### config.mk
export PLATFORM = sky130hd
export DESIGN_NAME = swrx_top
export DESIGN_NICKNAME = d
export VERILOG_FILES = /design/src/hw/swrx_pkg.sv /design/src/hw/swrx_top.sv
export SDC_FILE = /design/constraint.sdc
export NUM_CORES = 1
export LEC_CHECK = 0
export ABC_AREA = 1
export BUFFER_PORTS_ARGS = -buffer_cell sky130_fd_sc_hd__buf_4
export CORE_ASPECT_RATIO = 0.9
export CORE_MARGIN = 2
export CORE_UTILIZATION = 45
export CTS_BUF_LIST = sky130_fd_sc_hd__clkbuf_8
export DETAILED_ROUTE_END_ITERATION = 10
export PLACE_DENSITY = 0.7
export SLEW_MARGIN = 10
export SYNTH_ARGS = -nofsm -noshare
export SYNTH_HDL_FRONTEND = slang
export SYNTH_SLANG_ARGS = --single-unit
### constraint.sdc
create_clock -name aclk -period 19.7 [get_ports aclk]
set_input_delay 2.955 -clock aclk [delete_from_list [all_inputs] [get_ports aclk]]
set_output_delay 2.955 -clock aclk [all_outputs]
set_load 0.02 [all_outputs]
### src/hw/swrx_pkg.sv
package swrx_pkg;

  // clock and internal timer
  localparam int CLK_PERIOD_NS = 5;
  localparam int TICK_NS       = 250;
  localparam int TICK_CYC      = TICK_NS / CLK_PERIOD_NS;
  localparam int TIMEOUT_MS    = 100;
  localparam int TIMEOUT_TICKS = TIMEOUT_MS * 1000000 / TICK_NS;
  localparam int TO_W          = 24;

  // symbol rate window, in timer ticks (shortest rounds down)
  localparam int SYM_RATE_MAX_HZ = 19200;
  localparam int SYM_RATE_MIN_HZ = 300;
  localparam logic [15:0] PER_MIN_TICKS =
    16'(1000000000 / (SYM_RATE_MAX_HZ * TICK_NS));
  localparam logic [15:0] PER_MAX_TICKS =
    16'(1000000000 / (SYM_RATE_MIN_HZ * TICK_NS));

  // duty windows in sixteenths of the symbol period
  localparam logic [4:0] DUTY_DEN = 5'h10;
  localparam logic [4:0] DELIM_LO = 5'h07;
  localparam logic [4:0] DELIM_HI = 5'h09;
  localparam logic [4:0] ZERO_LO  = 5'h03;
  localparam logic [4:0] ZERO_HI  = 5'h05;
  localparam logic [4:0] ONE_LO   = 5'h0B;
  localparam logic [4:0] ONE_HI   = 5'h0D;

  // frame: tag, 16 payload, two parity symbols
  localparam logic [4:0] FRAME_SYMS = 5'h13;
  localparam logic [2:0] ACK_REL_Q  = 3'h7;  // release, quarters

  // axi4-lite register byte offsets
  localparam logic [7:0] REG_CTRL     = 8'h00;
  localparam logic [7:0] REG_STATUS   = 8'h04;
  localparam logic [7:0] REG_CODE     = 8'h08;
  localparam logic [7:0] REG_OUTPUT   = 8'h0C;
  localparam logic [7:0] REG_ALARM_LO = 8'h10;
  localparam logic [7:0] REG_ALARM_HI = 8'h14;
  localparam logic [7:0] REG_INT_STAT = 8'h18;
  localparam logic [7:0] REG_INT_MASK = 8'h1C;

  // configuration addresses carried in link frames
  localparam logic [7:0] LINK_MASK     = 8'h01;
  localparam logic [7:0] LINK_ALARM_LO = 8'h02;
  localparam logic [7:0] LINK_ALARM_HI = 8'h03;

  // reset values
  localparam logic [4:0]  CTRL_RST     = 5'h1F;
  localparam logic [15:0] ALARM_LO_RST = 16'h0C00;
  localparam logic [15:0] ALARM_HI_RST = 16'hF000;

  localparam logic [1:0] RESP_OKAY   = 2'h0;
  localparam logic [1:0] RESP_SLVERR = 2'h2;

  typedef enum logic [1:0] {
    SYM_ZERO  = 2'b00,
    SYM_ONE   = 2'b01,
    SYM_DELIM = 2'b10,
    SYM_BAD   = 2'b11
  } swrx_sym_e;

  typedef enum logic [1:0] {
    ACK_IDLE = 2'b00,
    ACK_WAIT = 2'b01,
    ACK_LOW  = 2'b10
  } swrx_ack_e;

  // fault classes, also the layout of mask and interrupt bits
  typedef struct packed {
    logic loop;
    logic chan;
    logic parity;
    logic frame;
  } swrx_faults_s;

  // sort a finished symbol by its high time against its period
  function automatic swrx_sym_e swrx_classify(input logic [15:0] h,
                                             input logic [15:0] p);
    logic [23:0] h16;
    logic [23:0] p24;  // widened so slow periods do not wrap
    h16 = {4'h0, h, 4'h0};
    p24 = 24'(p);
    if (p < PER_MIN_TICKS || p > PER_MAX_TICKS)
      return SYM_BAD;
    if (h16 >= DELIM_LO * p24 && h16 <= DELIM_HI * p24)
      return SYM_DELIM;
    if (h16 >= ZERO_LO * p24 && h16 <= ZERO_HI * p24)
      return SYM_ZERO;
    if (h16 >= ONE_LO * p24 && h16 <= ONE_HI * p24)
      return SYM_ONE;
    return SYM_BAD;
  endfunction : swrx_classify

  // one when the slice holds an even count of ones
  function automatic logic swrx_even(input logic [8:0] x);
    return ~^x;
  endfunction : swrx_even

endpackage : swrx_pkg

### src/hw/swrx_top.sv
`timescale 1ns/1ps
`default_nettype none

module swrx_top
  import swrx_pkg::*;
#(
  parameter int TIMEOUT_TICKS_P = TIMEOUT_TICKS
) (
  // clock and reset
  input  wire logic        aclk,
  input  wire logic        aresetn,
  // axi4-lite write
  input  wire logic [7:0]  s_axi_awaddr,
  input  wire logic        s_axi_awvalid,
  output logic             s_axi_awready,
  input  wire logic [31:0] s_axi_wdata,
  input  wire logic [3:0]  s_axi_wstrb,
  input  wire logic        s_axi_wvalid,
  output logic             s_axi_wready,
  output logic [1:0]       s_axi_bresp,
  output logic             s_axi_bvalid,
  input  wire logic        s_axi_bready,
  // axi4-lite read
  input  wire logic [7:0]  s_axi_araddr,
  input  wire logic        s_axi_arvalid,
  output logic             s_axi_arready,
  output logic [31:0]      s_axi_rdata,
  output logic [1:0]       s_axi_rresp,
  output logic             s_axi_rvalid,
  input  wire logic        s_axi_rready,
  // single-wire link
  input  wire logic        swif_din,
  output logic             ack_pulldown_n,
  output logic             ack_pulldown_oe,
  // loop and fault pins
  input  wire logic        loop_fail,
  input  wire logic        alarm_band_select,
  output logic             fault_flag_n,
  output logic             fault_flag_oe,
  output logic [15:0]      conversion_out,
  output logic             irq
);

  // pin synchronisers: {loop, band, din}
  logic [2:0] sync1_reg;
  logic [2:0] sync2_reg;
  logic       din_d_reg;
  logic       din;
  logic       band;
  logic       loop_in;

  always_ff @(posedge aclk)
  begin
    if (!aresetn)
    begin
      sync1_reg <= 3'h0;
      sync2_reg <= 3'h0;
      din_d_reg <= 1'b0;
    end
    else
    begin
      sync1_reg <= {loop_fail, alarm_band_select, swif_din};
      sync2_reg <= sync1_reg;
      din_d_reg <= sync2_reg[0];
    end
  end

  assign din     = sync2_reg[0];
  assign band    = sync2_reg[1];
  assign loop_in = sync2_reg[2];

  // internal timer tick
  logic [7:0] tick_cnt_reg;
  logic       tick;

  assign tick = (tick_cnt_reg == 8'(TICK_CYC - 1));

  always_ff @(posedge aclk)
  begin
    if (!aresetn || tick)
      tick_cnt_reg <= 8'h00;
    else
      tick_cnt_reg <= tick_cnt_reg + 8'h01;
  end

  // high time and period of the running symbol, saturating
  logic [15:0] hi_cnt_reg;
  logic [15:0] per_cnt_reg;
  logic        rise;

  assign rise = din & ~din_d_reg;

  always_ff @(posedge aclk)
  begin
    if (!aresetn || rise)
    begin
      hi_cnt_reg  <= 16'h0000;
      per_cnt_reg <= 16'h0000;
    end
    else if (tick)
    begin
      if (per_cnt_reg != 16'hFFFF)
        per_cnt_reg <= per_cnt_reg + 16'h0001;
      if (din && hi_cnt_reg != 16'hFFFF)
        hi_cnt_reg <= hi_cnt_reg + 16'h0001;
    end
  end

  // frame state
  logic [4:0]  sym_cnt_reg;
  logic        in_frame_reg;
  logic [18:0] shift_reg;
  logic        skip_reg;
  logic        close_stb;
  logic        sym_evt;
  swrx_sym_e   sym;

  // closing delimiter ends once low time equals high time,
  // since an idle line after it would never give an edge
  assign close_stb = in_frame_reg && sym_cnt_reg == FRAME_SYMS &&
                     !skip_reg && !din && tick && hi_cnt_reg != 16'h0 &&
                     (per_cnt_reg - hi_cnt_reg) == hi_cnt_reg;
  assign sym_evt   = (rise & ~skip_reg) | close_stb;
  assign sym = swrx_classify(hi_cnt_reg, close_stb ?
               {hi_cnt_reg[14:0], 1'b0} : per_cnt_reg);

  logic frame_done;
  logic frame_err;
  logic par_ok;
  logic frame_ok;
  logic par_bad;

  always_comb
  begin
    frame_done = 1'b0;
    frame_err  = 1'b0;
    if (sym_evt)
    begin
      case (sym)
        SYM_BAD:   frame_err = 1'b1;
        SYM_DELIM:
        begin
          frame_done = in_frame_reg && sym_cnt_reg == FRAME_SYMS;
          frame_err  = in_frame_reg && sym_cnt_reg != 5'h0 &&
                       sym_cnt_reg != FRAME_SYMS;
        end
        default:   frame_err = in_frame_reg &&
                               sym_cnt_reg == FRAME_SYMS;
      endcase
    end
  end

  // parity: tag plus upper byte, then lower byte alone
  assign par_ok = shift_reg[1] == swrx_even(shift_reg[18:10]) &&
                  shift_reg[0] == swrx_even({1'b0, shift_reg[9:2]});
  assign frame_ok = frame_done & par_ok;
  assign par_bad  = frame_done & ~par_ok;

  // the gap after a closed frame or at power-up is not a symbol
  always_ff @(posedge aclk)
  begin
    if (!aresetn)
    begin
      sym_cnt_reg  <= 5'h0;
      in_frame_reg <= 1'b0;
      shift_reg    <= 19'h0;
      skip_reg     <= 1'b1;
    end
    else
    begin
      if (close_stb)
        skip_reg <= 1'b1;
      else if (rise)
        skip_reg <= 1'b0;
      if (sym_evt)
      begin
        case (sym)
          SYM_BAD:   in_frame_reg <= 1'b0;
          SYM_DELIM:
          begin
            in_frame_reg <= 1'b1;
            sym_cnt_reg  <= 5'h0;
          end
          default:
          begin
            if (in_frame_reg && sym_cnt_reg == FRAME_SYMS)
              in_frame_reg <= 1'b0;
            else if (in_frame_reg)
            begin
              shift_reg   <= {shift_reg[17:0], sym == SYM_ONE};
              sym_cnt_reg <= sym_cnt_reg + 5'h1;
            end
          end
        endcase
      end
    end
  end

  // software registers
  logic [4:0]   ctrl_reg;
  logic [15:0]  alarm_lo_reg;
  logic [15:0]  alarm_hi_reg;
  logic [4:0]   int_stat_reg;
  logic [4:0]   int_mask_reg;
  logic [15:0]  code_reg;
  logic         code_valid_reg;
  swrx_faults_s mask;
  logic         wr_go;
  logic [31:0]  wmask;

  assign mask  = swrx_faults_s'(ctrl_reg[3:0]);
  assign wr_go = s_axi_awvalid & s_axi_wvalid & ~s_axi_bvalid;
  assign wmask = {{8{s_axi_wstrb[3]}}, {8{s_axi_wstrb[2]}},
                  {8{s_axi_wstrb[1]}}, {8{s_axi_wstrb[0]}}};

  function automatic logic [31:0] merge(input logic [31:0] old);
    return (old & ~wmask) | (s_axi_wdata & wmask);
  endfunction : merge

  // code and config from frames; a link write lands after axi
  always_ff @(posedge aclk)
  begin
    if (!aresetn)
    begin
      ctrl_reg       <= CTRL_RST;
      alarm_lo_reg   <= ALARM_LO_RST;
      alarm_hi_reg   <= ALARM_HI_RST;
      int_mask_reg   <= 5'h00;
      code_reg       <= 16'h0000;
      code_valid_reg <= 1'b0;
    end
    else
    begin
      if (wr_go)
      begin
        case (s_axi_awaddr)
          REG_CTRL:     ctrl_reg     <= 5'(merge(32'(ctrl_reg)));
          REG_ALARM_LO: alarm_lo_reg <= 16'(merge(32'(alarm_lo_reg)));
          REG_ALARM_HI: alarm_hi_reg <= 16'(merge(32'(alarm_hi_reg)));
          REG_INT_MASK: int_mask_reg <= 5'(merge(32'(int_mask_reg)));
          default:      ;
        endcase
      end
      if (frame_ok && !shift_reg[18])
      begin
        code_reg       <= shift_reg[17:2];
        code_valid_reg <= 1'b1;
      end
      else if (frame_ok)
      begin
        case (shift_reg[17:10])
          LINK_MASK:     ctrl_reg <= shift_reg[6:2];
          LINK_ALARM_LO: alarm_lo_reg <= {shift_reg[9:2], 8'h00};
          LINK_ALARM_HI: alarm_hi_reg <= {shift_reg[9:2], 8'h00};
          default:       ;
        endcase
      end
    end
  end

  // fault timers share the tick; timeout compares in ticks
  logic [TO_W-1:0] act_cnt_reg;
  logic [TO_W-1:0] loop_cnt_reg;
  swrx_faults_s    flt_reg;
  logic            to_act;
  logic            to_loop;
  logic            loop_set;
  logic            chan_set;

  assign to_act  = tick && act_cnt_reg == TO_W'(TIMEOUT_TICKS_P - 1);
  assign to_loop = tick && loop_cnt_reg == TO_W'(TIMEOUT_TICKS_P - 1);
  assign loop_set = loop_in & ~flt_reg.loop;
  assign chan_set = to_act & ~flt_reg.chan;

  always_ff @(posedge aclk)
  begin
    if (!aresetn || (sym_evt && sym != SYM_BAD))
      act_cnt_reg <= '0;
    else if (tick && !to_act)
      act_cnt_reg <= act_cnt_reg + TO_W'(1);
  end

  always_ff @(posedge aclk)
  begin
    if (!aresetn || !flt_reg.loop || to_loop)
      loop_cnt_reg <= '0;
    else if (tick)
      loop_cnt_reg <= loop_cnt_reg + TO_W'(1);
  end

  always_ff @(posedge aclk)
  begin
    if (!aresetn)
      flt_reg <= '0;
    else
    begin
      if (loop_set)
        flt_reg.loop <= 1'b1;
      else if (to_loop)
        flt_reg.loop <= 1'b0;
      if (to_act)
        flt_reg.chan <= 1'b1;
      else if (sym_evt && sym != SYM_BAD)
        flt_reg.chan <= 1'b0;
      if (par_bad)
        flt_reg.parity <= 1'b1;
      else if (frame_ok)
        flt_reg.parity <= 1'b0;
      if (frame_err)
        flt_reg.frame <= 1'b1;
      else if (frame_ok)
        flt_reg.frame <= 1'b0;
    end
  end

  // alarm selection and output code
  swrx_faults_s flt_en;
  logic         any_flt;
  logic [15:0]  alarm;
  logic [15:0]  out_reg;
  logic         flag_reg;

  assign flt_en  = flt_reg & mask;
  assign any_flt = |flt_en;
  assign alarm   = flt_en.loop ? alarm_lo_reg :
                   band ? alarm_hi_reg : alarm_lo_reg;

  always_ff @(posedge aclk)
  begin
    if (!aresetn)
    begin
      out_reg  <= ALARM_LO_RST;
      flag_reg <= 1'b0;
    end
    else
    begin
      // stored code is never touched by faults, so it comes back
      out_reg  <= (any_flt || !code_valid_reg) ? alarm
                                               : code_reg;
      flag_reg <= any_flt;
    end
  end

  assign conversion_out = out_reg;
  assign fault_flag_n   = ~flag_reg;
  assign fault_flag_oe  = flag_reg;

  // acknowledge slot, timed from the closing delimiter period
  swrx_ack_e   ack_st_reg;
  logic [15:0] ack_per_reg;
  logic [18:0] ack_cnt_reg;
  logic        ack_low_reg;

  always_ff @(posedge aclk)
  begin
    if (!aresetn)
    begin
      ack_st_reg  <= ACK_IDLE;
      ack_per_reg <= 16'h0000;
      ack_cnt_reg <= 19'h0;
      ack_low_reg <= 1'b0;
    end
    else
    begin
      if (tick)
        ack_cnt_reg <= ack_cnt_reg + 19'h1;
      case (ack_st_reg)
        ACK_IDLE:
        begin
          if (frame_ok && ctrl_reg[4])
          begin
            ack_st_reg  <= ACK_WAIT;
            ack_per_reg <= {hi_cnt_reg[14:0], 1'b0};
            ack_cnt_reg <= 19'h0;
          end
        end
        ACK_WAIT:
        begin
          if (ack_cnt_reg >= {5'h0, ack_per_reg[15:2]})
          begin
            ack_st_reg  <= ACK_LOW;
            ack_low_reg <= 1'b1;
          end
        end
        ACK_LOW:
        begin
          if (ack_cnt_reg >= ((19'(ACK_REL_Q) * 19'(ack_per_reg)) >> 2))
          begin
            ack_st_reg  <= ACK_IDLE;
            ack_low_reg <= 1'b0;
          end
        end
        default: ack_st_reg <= ACK_IDLE;
      endcase
    end
  end

  assign ack_pulldown_n  = ~ack_low_reg;
  assign ack_pulldown_oe = ack_low_reg;

  // sticky events; a new event wins over a one written back
  logic [4:0] events;

  assign events = {frame_ok, loop_set, chan_set, par_bad, frame_err};

  always_ff @(posedge aclk)
  begin
    if (!aresetn)
      int_stat_reg <= 5'h00;
    else if (wr_go && s_axi_awaddr == REG_INT_STAT)
      int_stat_reg <= (int_stat_reg & ~(s_axi_wdata[4:0] & wmask[4:0]))
                      | events;
    else
      int_stat_reg <= int_stat_reg | events;
  end

  assign irq = |(int_stat_reg & int_mask_reg);

  // axi4-lite answers: both write channels taken together
  assign s_axi_awready = wr_go;
  assign s_axi_wready  = wr_go;
  assign s_axi_arready = ~s_axi_rvalid;

  function automatic logic mapped(input logic [7:0] a);
    return a[1:0] == 2'b00 && a <= REG_INT_MASK;
  endfunction : mapped

  always_ff @(posedge aclk)
  begin
    if (!aresetn)
    begin
      s_axi_bvalid <= 1'b0;
      s_axi_bresp  <= RESP_OKAY;
    end
    else if (wr_go)
    begin
      s_axi_bvalid <= 1'b1;
      s_axi_bresp  <= mapped(s_axi_awaddr) ? RESP_OKAY : RESP_SLVERR;
    end
    else if (s_axi_bready)
      s_axi_bvalid <= 1'b0;
  end

  always_ff @(posedge aclk)
  begin
    if (!aresetn)
    begin
      s_axi_rvalid <= 1'b0;
      s_axi_rdata  <= 32'h0;
      s_axi_rresp  <= RESP_OKAY;
    end
    else if (s_axi_arvalid && !s_axi_rvalid)
    begin
      s_axi_rvalid <= 1'b1;
      s_axi_rresp  <= mapped(s_axi_araddr) ? RESP_OKAY : RESP_SLVERR;
      case (s_axi_araddr)
        REG_CTRL:     s_axi_rdata <= {27'h0, ctrl_reg};
        REG_STATUS:   s_axi_rdata <= {25'h0, band, flag_reg,
                                      code_valid_reg, flt_reg};
        REG_CODE:     s_axi_rdata <= {16'h0, code_reg};
        REG_OUTPUT:   s_axi_rdata <= {16'h0, out_reg};
        REG_ALARM_LO: s_axi_rdata <= {16'h0, alarm_lo_reg};
        REG_ALARM_HI: s_axi_rdata <= {16'h0, alarm_hi_reg};
        REG_INT_STAT: s_axi_rdata <= {27'h0, int_stat_reg};
        REG_INT_MASK: s_axi_rdata <= {27'h0, int_mask_reg};
        default:      s_axi_rdata <= 32'h0;
      endcase
    end
    else if (s_axi_rready)
      s_axi_rvalid <= 1'b0;
  end

endmodule : swrx_top

`default_nettype wire

== Yosys cells after proc, flatten, opt, wreduce, memory -nomap -nowiden ==
Index checks and enable logic that the tools add are counted.
Cells by class
  $add $sub $neg: 8
  multipliers: 7
  divide/modulo/power cells: 0
  magnitude comparators: 12
  equality and inequality tests: 34
  shifts and indexed selects: 0
  muxes and demuxes: 71
  bitwise gates (word level): 39
  reduce and logical (&&, ||, !) cells: 69
Operator list (number)
  $mux W16: 14
  $pmux W16 S8: 1
  $eq A8 B5 Y1 const B: 8
  $mul A4 B16 Y20 const A: 3
  $mux W19: 3
  $add A24 B1 Y24 const B: 2
  $and A16 B16 Y16: 3
  $eq A24 B19 Y1 const B: 2
  $le A20 B20 Y1: 2
  $mux W5: 8
  $mul A3 B16 Y19 const A: 2
  $add A16 B1 Y16 const B: 2
  $ne A16 B16 Y1 const B: 2
  $or A16 B16 Y16: 2
  $mux W1: 27
  $mux W2: 13
  $and A5 B5 Y5: 5
  $logic_and A1 B1 Y1: 23
  $ge A20 B18 Y1: 1
  $ge A20 B19 Y1: 1
  $ge A20 B20 Y1: 1
  $le A20 B19 Y1: 1
  $or A5 B5 Y5: 4
  $add A19 B1 Y19 const B: 1
  other kinds (47): 109
Word-level totals
  bits in registers: 281
  bits in latches: 0
  bits in writable memories: 0
  memory bits (read-only): 0
  input port bits: 62
  output and inout bits: 62
  word-level logic and storage cells: 274
  memories kept: 0

== Longest topological paths before layout ==
  depth in word-level cells: 29
  depth in mapped cells: 60
  mapped depth without buffers: 58

== Least setup slack after synthesis ==
No wires, ideal clock.
  path kind: reg-to-reg
  start: register hi_cnt_reg[4]
  end: register ctrl_reg[0]
  library setup time: 0.134 ns
  arrival: 7.749 ns
  data required time: 19.566 ns
  path slack: 11.818 ns
  cell stages (with the launch flop): 55
  path buffers: 3
  period minus slack after synthesis: 7.882 ns
  cell sequence: dfxtp_1 > buf_2 > inv_1 > ha_1 > nand2_1 > nand2_1 > a21oi_2 > nand2_2 > nand2_1 > nand2_1 > nand2_1 > inv_1 > nor2_1 > nand4_1 > nor2_1 > clkbuf_1 > clkbuf_1 > a21oi_1 > [... 19 more ...] > ha_1 > nand2_1 > inv_1 > nand3_1 > nor3_1 > nand2_1 > o2111ai_1 > o21ai_0 > o21ai_0 > nand2_1 > nand2_2 > nand4_4 > nor2_8 > nand2_2 > inv_2 > nand2_1 > nand2_1 > nand3_1
On the way
  cells in the longest elaborated chain, start to end: 21
  elaborated cells on any way between the ends: 49
  those cells by class: add/sub (1); mul (6); order compare (8); eq/ne (2); mux (22); bitwise (2); reduce/logical (8)
Ends and longest elaborated chain
  from (decl): RTL line swrx_top.sv:87  | logic [15:0] hi_cnt_reg;
  from (signal assigned): RTL line swrx_top.sv:105  | hi_cnt_reg <= hi_cnt_reg + 16'h0001;
  $sub A16 B16 Y16 / $reduce_bool A16 Y1 (equally long branches): RTL line swrx_top.sv:122, swrx_top.sv:121
  $eq A16 B16 Y1 / $logic_and A1 B1 Y1 (equally long branches): RTL line swrx_top.sv:122, swrx_top.sv:121
  $logic_and A1 B1 Y1: RTL line swrx_top.sv:121  | !skip_reg && !din && tick && hi_cnt_reg != 16'h0 &&
  $mux W16: RTL line swrx_top.sv:124  | assign sym = swrx_classify(hi_cnt_reg, close_stb ?
  $mul A4 B16 Y20: RTL line swrx_pkg.sv:89  | if (h16 >= ONE_LO * p24 && h16 <= ONE_HI * p24)
  $ge A20 B20 Y1 / $le A20 B20 Y1 (equally long branches): RTL line swrx_pkg.sv:89
  $logic_and A1 B1 Y1: RTL line swrx_pkg.sv:89
  $mux W1 (2 in a row): RTL line swrx_pkg.sv:89
  [... 4 more ...]
  $mux W2: RTL line swrx_pkg.sv:87  | if (h16 >= ZERO_LO * p24 && h16 <= ZERO_HI * p24)
  $mux W2: RTL line swrx_pkg.sv:85  | if (h16 >= DELIM_LO * p24 && h16 <= DELIM_HI * p24)
  $eq A2 B2 Y1: RTL line swrx_top.sv:139  | case (sym)
  $mux W1: RTL line swrx_top.sv:139
  $mux W1 *: RTL line swrx_top.sv:137  | if (sym_evt)
  $and A1 B1 Y1 *: RTL line swrx_top.sv:156  | assign frame_ok = frame_done & par_ok;
  $mux W5 / $logic_and A1 B1 Y1 (equally long branches): RTL line swrx_top.sv:249, swrx_top.sv:244
  $mux W5 *: RTL line swrx_top.sv:244  | if (frame_ok && !shift_reg[18])
  to (signal assigned): RTL line swrx_top.sv:237  | REG_CTRL: ctrl_reg <= 5'(merge(32'(ctrl_reg)));
  to (signal assigned): RTL line swrx_top.sv:252  | LINK_MASK: ctrl_reg <= shift_reg[6:2];
  to (decl): RTL line swrx_top.sv:200  | logic [4:0] ctrl_reg;
Every way passes the cells marked *; elsewhere a longest branch is shown, timed or not. The select of a mux whose other input is x is not followed.
A chain may end at the register's enable or synchronous reset.

== Final worst setup path ==
  start: register hi_cnt_reg[2]
  end: register ack_cnt_reg[17]
On the way
  cells in the longest elaborated chain, start to end: 22
  elaborated cells on any way between the ends: 49
  those cells by class: add/sub (1); mul (6); order compare (8); eq/ne (2); mux (22); bitwise (2); reduce/logical (8)
Ends and longest elaborated chain
  $sub A16 B16 Y16 / $reduce_bool A16 Y1 (equally long branches): RTL line swrx_top.sv:122, swrx_top.sv:121
  $eq A16 B16 Y1 / $logic_and A1 B1 Y1 (equally long branches): RTL line swrx_top.sv:122, swrx_top.sv:121
  $logic_and A1 B1 Y1: RTL line swrx_top.sv:121
  $mux W16: RTL line swrx_top.sv:124
  $mul A4 B16 Y20: RTL line swrx_pkg.sv:89
  $ge A20 B20 Y1 / $le A20 B20 Y1 (equally long branches): RTL line swrx_pkg.sv:89
  $logic_and A1 B1 Y1: RTL line swrx_pkg.sv:89
  $mux W1 (2 in a row): RTL line swrx_pkg.sv:89
  [... 5 more ...]
  $mux W2: RTL line swrx_pkg.sv:85
  $eq A2 B2 Y1: RTL line swrx_top.sv:139
  $mux W1: RTL line swrx_top.sv:139
  $mux W1 *: RTL line swrx_top.sv:137
  $and A1 B1 Y1 *: RTL line swrx_top.sv:156
  $logic_and A1 B1 Y1 *: RTL line swrx_top.sv:370  | if (frame_ok && ctrl_reg[4])
  $mux W19 *: RTL line swrx_top.sv:370
  $mux W19 *: RTL line swrx_top.sv:367  | case (ack_st_reg)
  to (signal assigned): RTL line swrx_top.sv:366  | ack_cnt_reg <= ack_cnt_reg + 19'h1;
  to (decl): RTL line swrx_top.sv:351  | logic [18:0] ack_cnt_reg;
Marked as above.

==> flow_summary.ini <==
[outcome]
status = complete, no violations

[clock_network]
clk_pin_slew_ps = 60
max-clock-path-buffers = 3
insertion_delay_ps = 630
cts-resized-gates = 0
clock-sinks = 263
hold_buffers = 0
h-tree-depth = 2
root_buffer = clkbuf_8
cts_setup_buffers = 0
cts_tree = built
cts_buffers = 46

[worst_setup_path]
r2r-start = hi_cnt_reg[2]$_SDFFE_PP0P_
rr_endpoint = ack_cnt_reg[17]$_SDFF_PN0_
end_kind = flip-flop
worstSetupStartpointType = flip-flop
cp.arrival_ps = 11070
r2r_cells = 48
slowest_stage = dfxtp_1
cp_slowest_stage_delay_ps = 860
required_ps = 20220
critPathLaunch = hi_cnt_reg[2]$_SDFFE_PP0P_
rrSetupSlack_ps = 9150
worstPathMaxFanout = 21
cp_common_cell = nand2_1
path_class = reg2reg

[yosys]
netlist_area_sq_mm = 0.0230
synth_ff_type = dfxtp_1
netlist_instances = 3184
avgSynthCellArea_sq_um = 7.23
async_reset_ff_frac = 0
synth_seq_cells = 263
yosysWarnings = 0
ys_seq_area_frac = 0.229
synth_edf_count = 0
ys_types = 60

[cells_and_area]
utilization = 0.501
stdcell_count = 3990
layout-drive-gt1-share = 0.0719
area_growth_pct = 9.86
diodes = 0
layout.nets = 3719

[sta]
fin_worst_skew_ps = 24.6
fmax_ghz = 0.0948
fin_crit_ps = 10550
slew_headroom = 0.257
grt_setup_unrepaired = false
whs_ps = 409
worstMarginPinSlew_ps = 1110
post-route-period-util = 0.536
setup_viol = 0
hold_violations = 0
slew_violations = 0
setup_tns_ps = 0

[floorplanning]
initial_utilization = 0.456
fp.dieH_um = 219
die_w_um = 242
dieArea_sq_mm = 0.0530
rows = 78
core_area_sq_mm = 0.0505
io_pins = 124

[detailed_routing]
avgViaCountPerCell = 5.20
dr.pass1.iters = 6
drtIter0Drc = 1590
num_vias = 20740
wire_per_inst_um = 14.7
drcViolationCount = 0
postRouteWirelength_um = 58600
ant_nets = 0

[hold_path]
whs_endpoint = sync2_reg[2]$_SDFF_PN0_
min_path_cells = 2
hold_path_startpoint = sync1_reg[2]$_SDFF_PN0_
hp-class = reg2reg

[global_routing]
antenna_found_initial = 0
grt_overflow = 0
grt_max_degree = 85
grt_pass1_vias = 19181
grt_usage = 0.220
grt_pass1_wl_um = 96100

[pwr]
pwr_density_cell_mw_per_mm2 = 43.9
leakagePower_nw = 12.4
ir_drop_mv = 0.0406
power_mw = 1.11

[place]
gp_congestion = 0.897
dp_cells = 3905
io_buffers = 87
dp_hpwl_um = 45000

[job]
drv_cap = 0
worst max-delay path: cells and delay by family, from the launching register on:
family                   cells  cell delay (ps)
adder cells (fa/ha/maj)      5             2060
AO/OA/AOI/OAI               10             2170
buffers and inverters        8             1510
AND/OR/NAND/NOR             25             3820
flip-flops                   1              860
where the power goes:
part / total, mW / internal (mW) / switching [mW]
Clock: 0.533 / 0.288 / 0.245
Combinational: 0.0413 / 0.0128 / 0.0285
Sequential: 0.537 / 0.535 / 0.00210
logic make-up after synthesis:
family                   count (synthesis)  share of synthesized area
AO/OA/AOI/OAI                          579                      0.146
XOR/XNOR                               159                     0.0608
adder cells (fa/ha/maj)                384                      0.232
buffers and inverters                  604                      0.103
flip-flops                             263                      0.229
other                                    1                   0.000163
AND/OR/NAND/NOR                       1194                      0.229
per-stage QoR:
step	area, sq um	setup slack, ps
3_3_place_gp	24300	9320
4_1_cts	25300	9160
3_5_place_dp	24300	9160
2_1_floorplan	23100	11820
6_report	25300	9150
5_1_grt	25300	8140
metal layers:
metal | share of wire | wire (um) | up-vias | global-route usage
li1 | - | - | 10678 | -
met1 | 0.50 | 29200 | 9459 | 0.323
met2 | 0.42 | 24900 | 531 | 0.337
met3 | 0.060 | 3510 | 72 | 0.0307
met4 | 0.017 | 983 | 0 | 0.0529
met5 | 0 | 0 | - | 0
layout by cell type, fill, tap and decap left out, types with 56 or more instances in the layout:
cell type / n
xnor2_1: 63
buf_4: 104
inv_1: 523
nor2_1: 272
dfxtp_1: 263
nand4_1: 56
nand3_1: 151
nand2_1: 564
nor3_1: 57
a21oi_1: 252
xor2_1: 95
ha_1: 314
fa_1: 70
clkbuf_8: 60
o21ai_0: 124
area by class of cell:
type,instances,area [sq um]
clock buffer,60,826
clock inverter,25,146
fill,4916,25200
inverter,524,1970
multi-input combinational,2334,15500
sequential,263,5270
tap,680,851
timing repair buffer,104,781
cell usage after synthesis, types with 39 or more instances:
cell / instances / share of area
a21oi_1: 252 / 0.055
clkbuf_1: 39 / 0.0064
dfxtp_1: 263 / 0.23
fa_1: 70 / 0.061
ha_1: 314 / 0.17
inv_1: 513 / 0.084
nand2_1: 564 / 0.092
nand3_1: 151 / 0.033
nand4_1: 56 / 0.015
nor2_1: 272 / 0.044
nor3_1: 57 / 0.012
o21ai_0: 124 / 0.027
xnor2_1: 63 / 0.024
xor2_1: 95 / 0.036
how the worst max path moves through the flow:
| stage | to | cells after the start | slack (ps) |
|---|---|---|---|
| 6_report | ack_cnt_reg[17]$_SDFF_PN0_ | 48 | 9150 |
| 4_1_cts | ack_cnt_reg[16]$_SDFF_PN0_ | 46 | 9160 |
| 3_3_place_gp | ack_cnt_reg[16]$_SDFF_PN0_ | 46 | 9320 |
| 2_1_floorplan | ctrl_reg[0]$_SDFF_PN1_ | 54 | 11820 |
| 3_5_place_dp | ack_cnt_reg[16]$_SDFF_PN0_ | 48 | 9160 |
| 5_1_grt | ack_cnt_reg[15]$_SDFF_PN0_ | 46 | 8140 |
(Power assumes the default switching activity.)
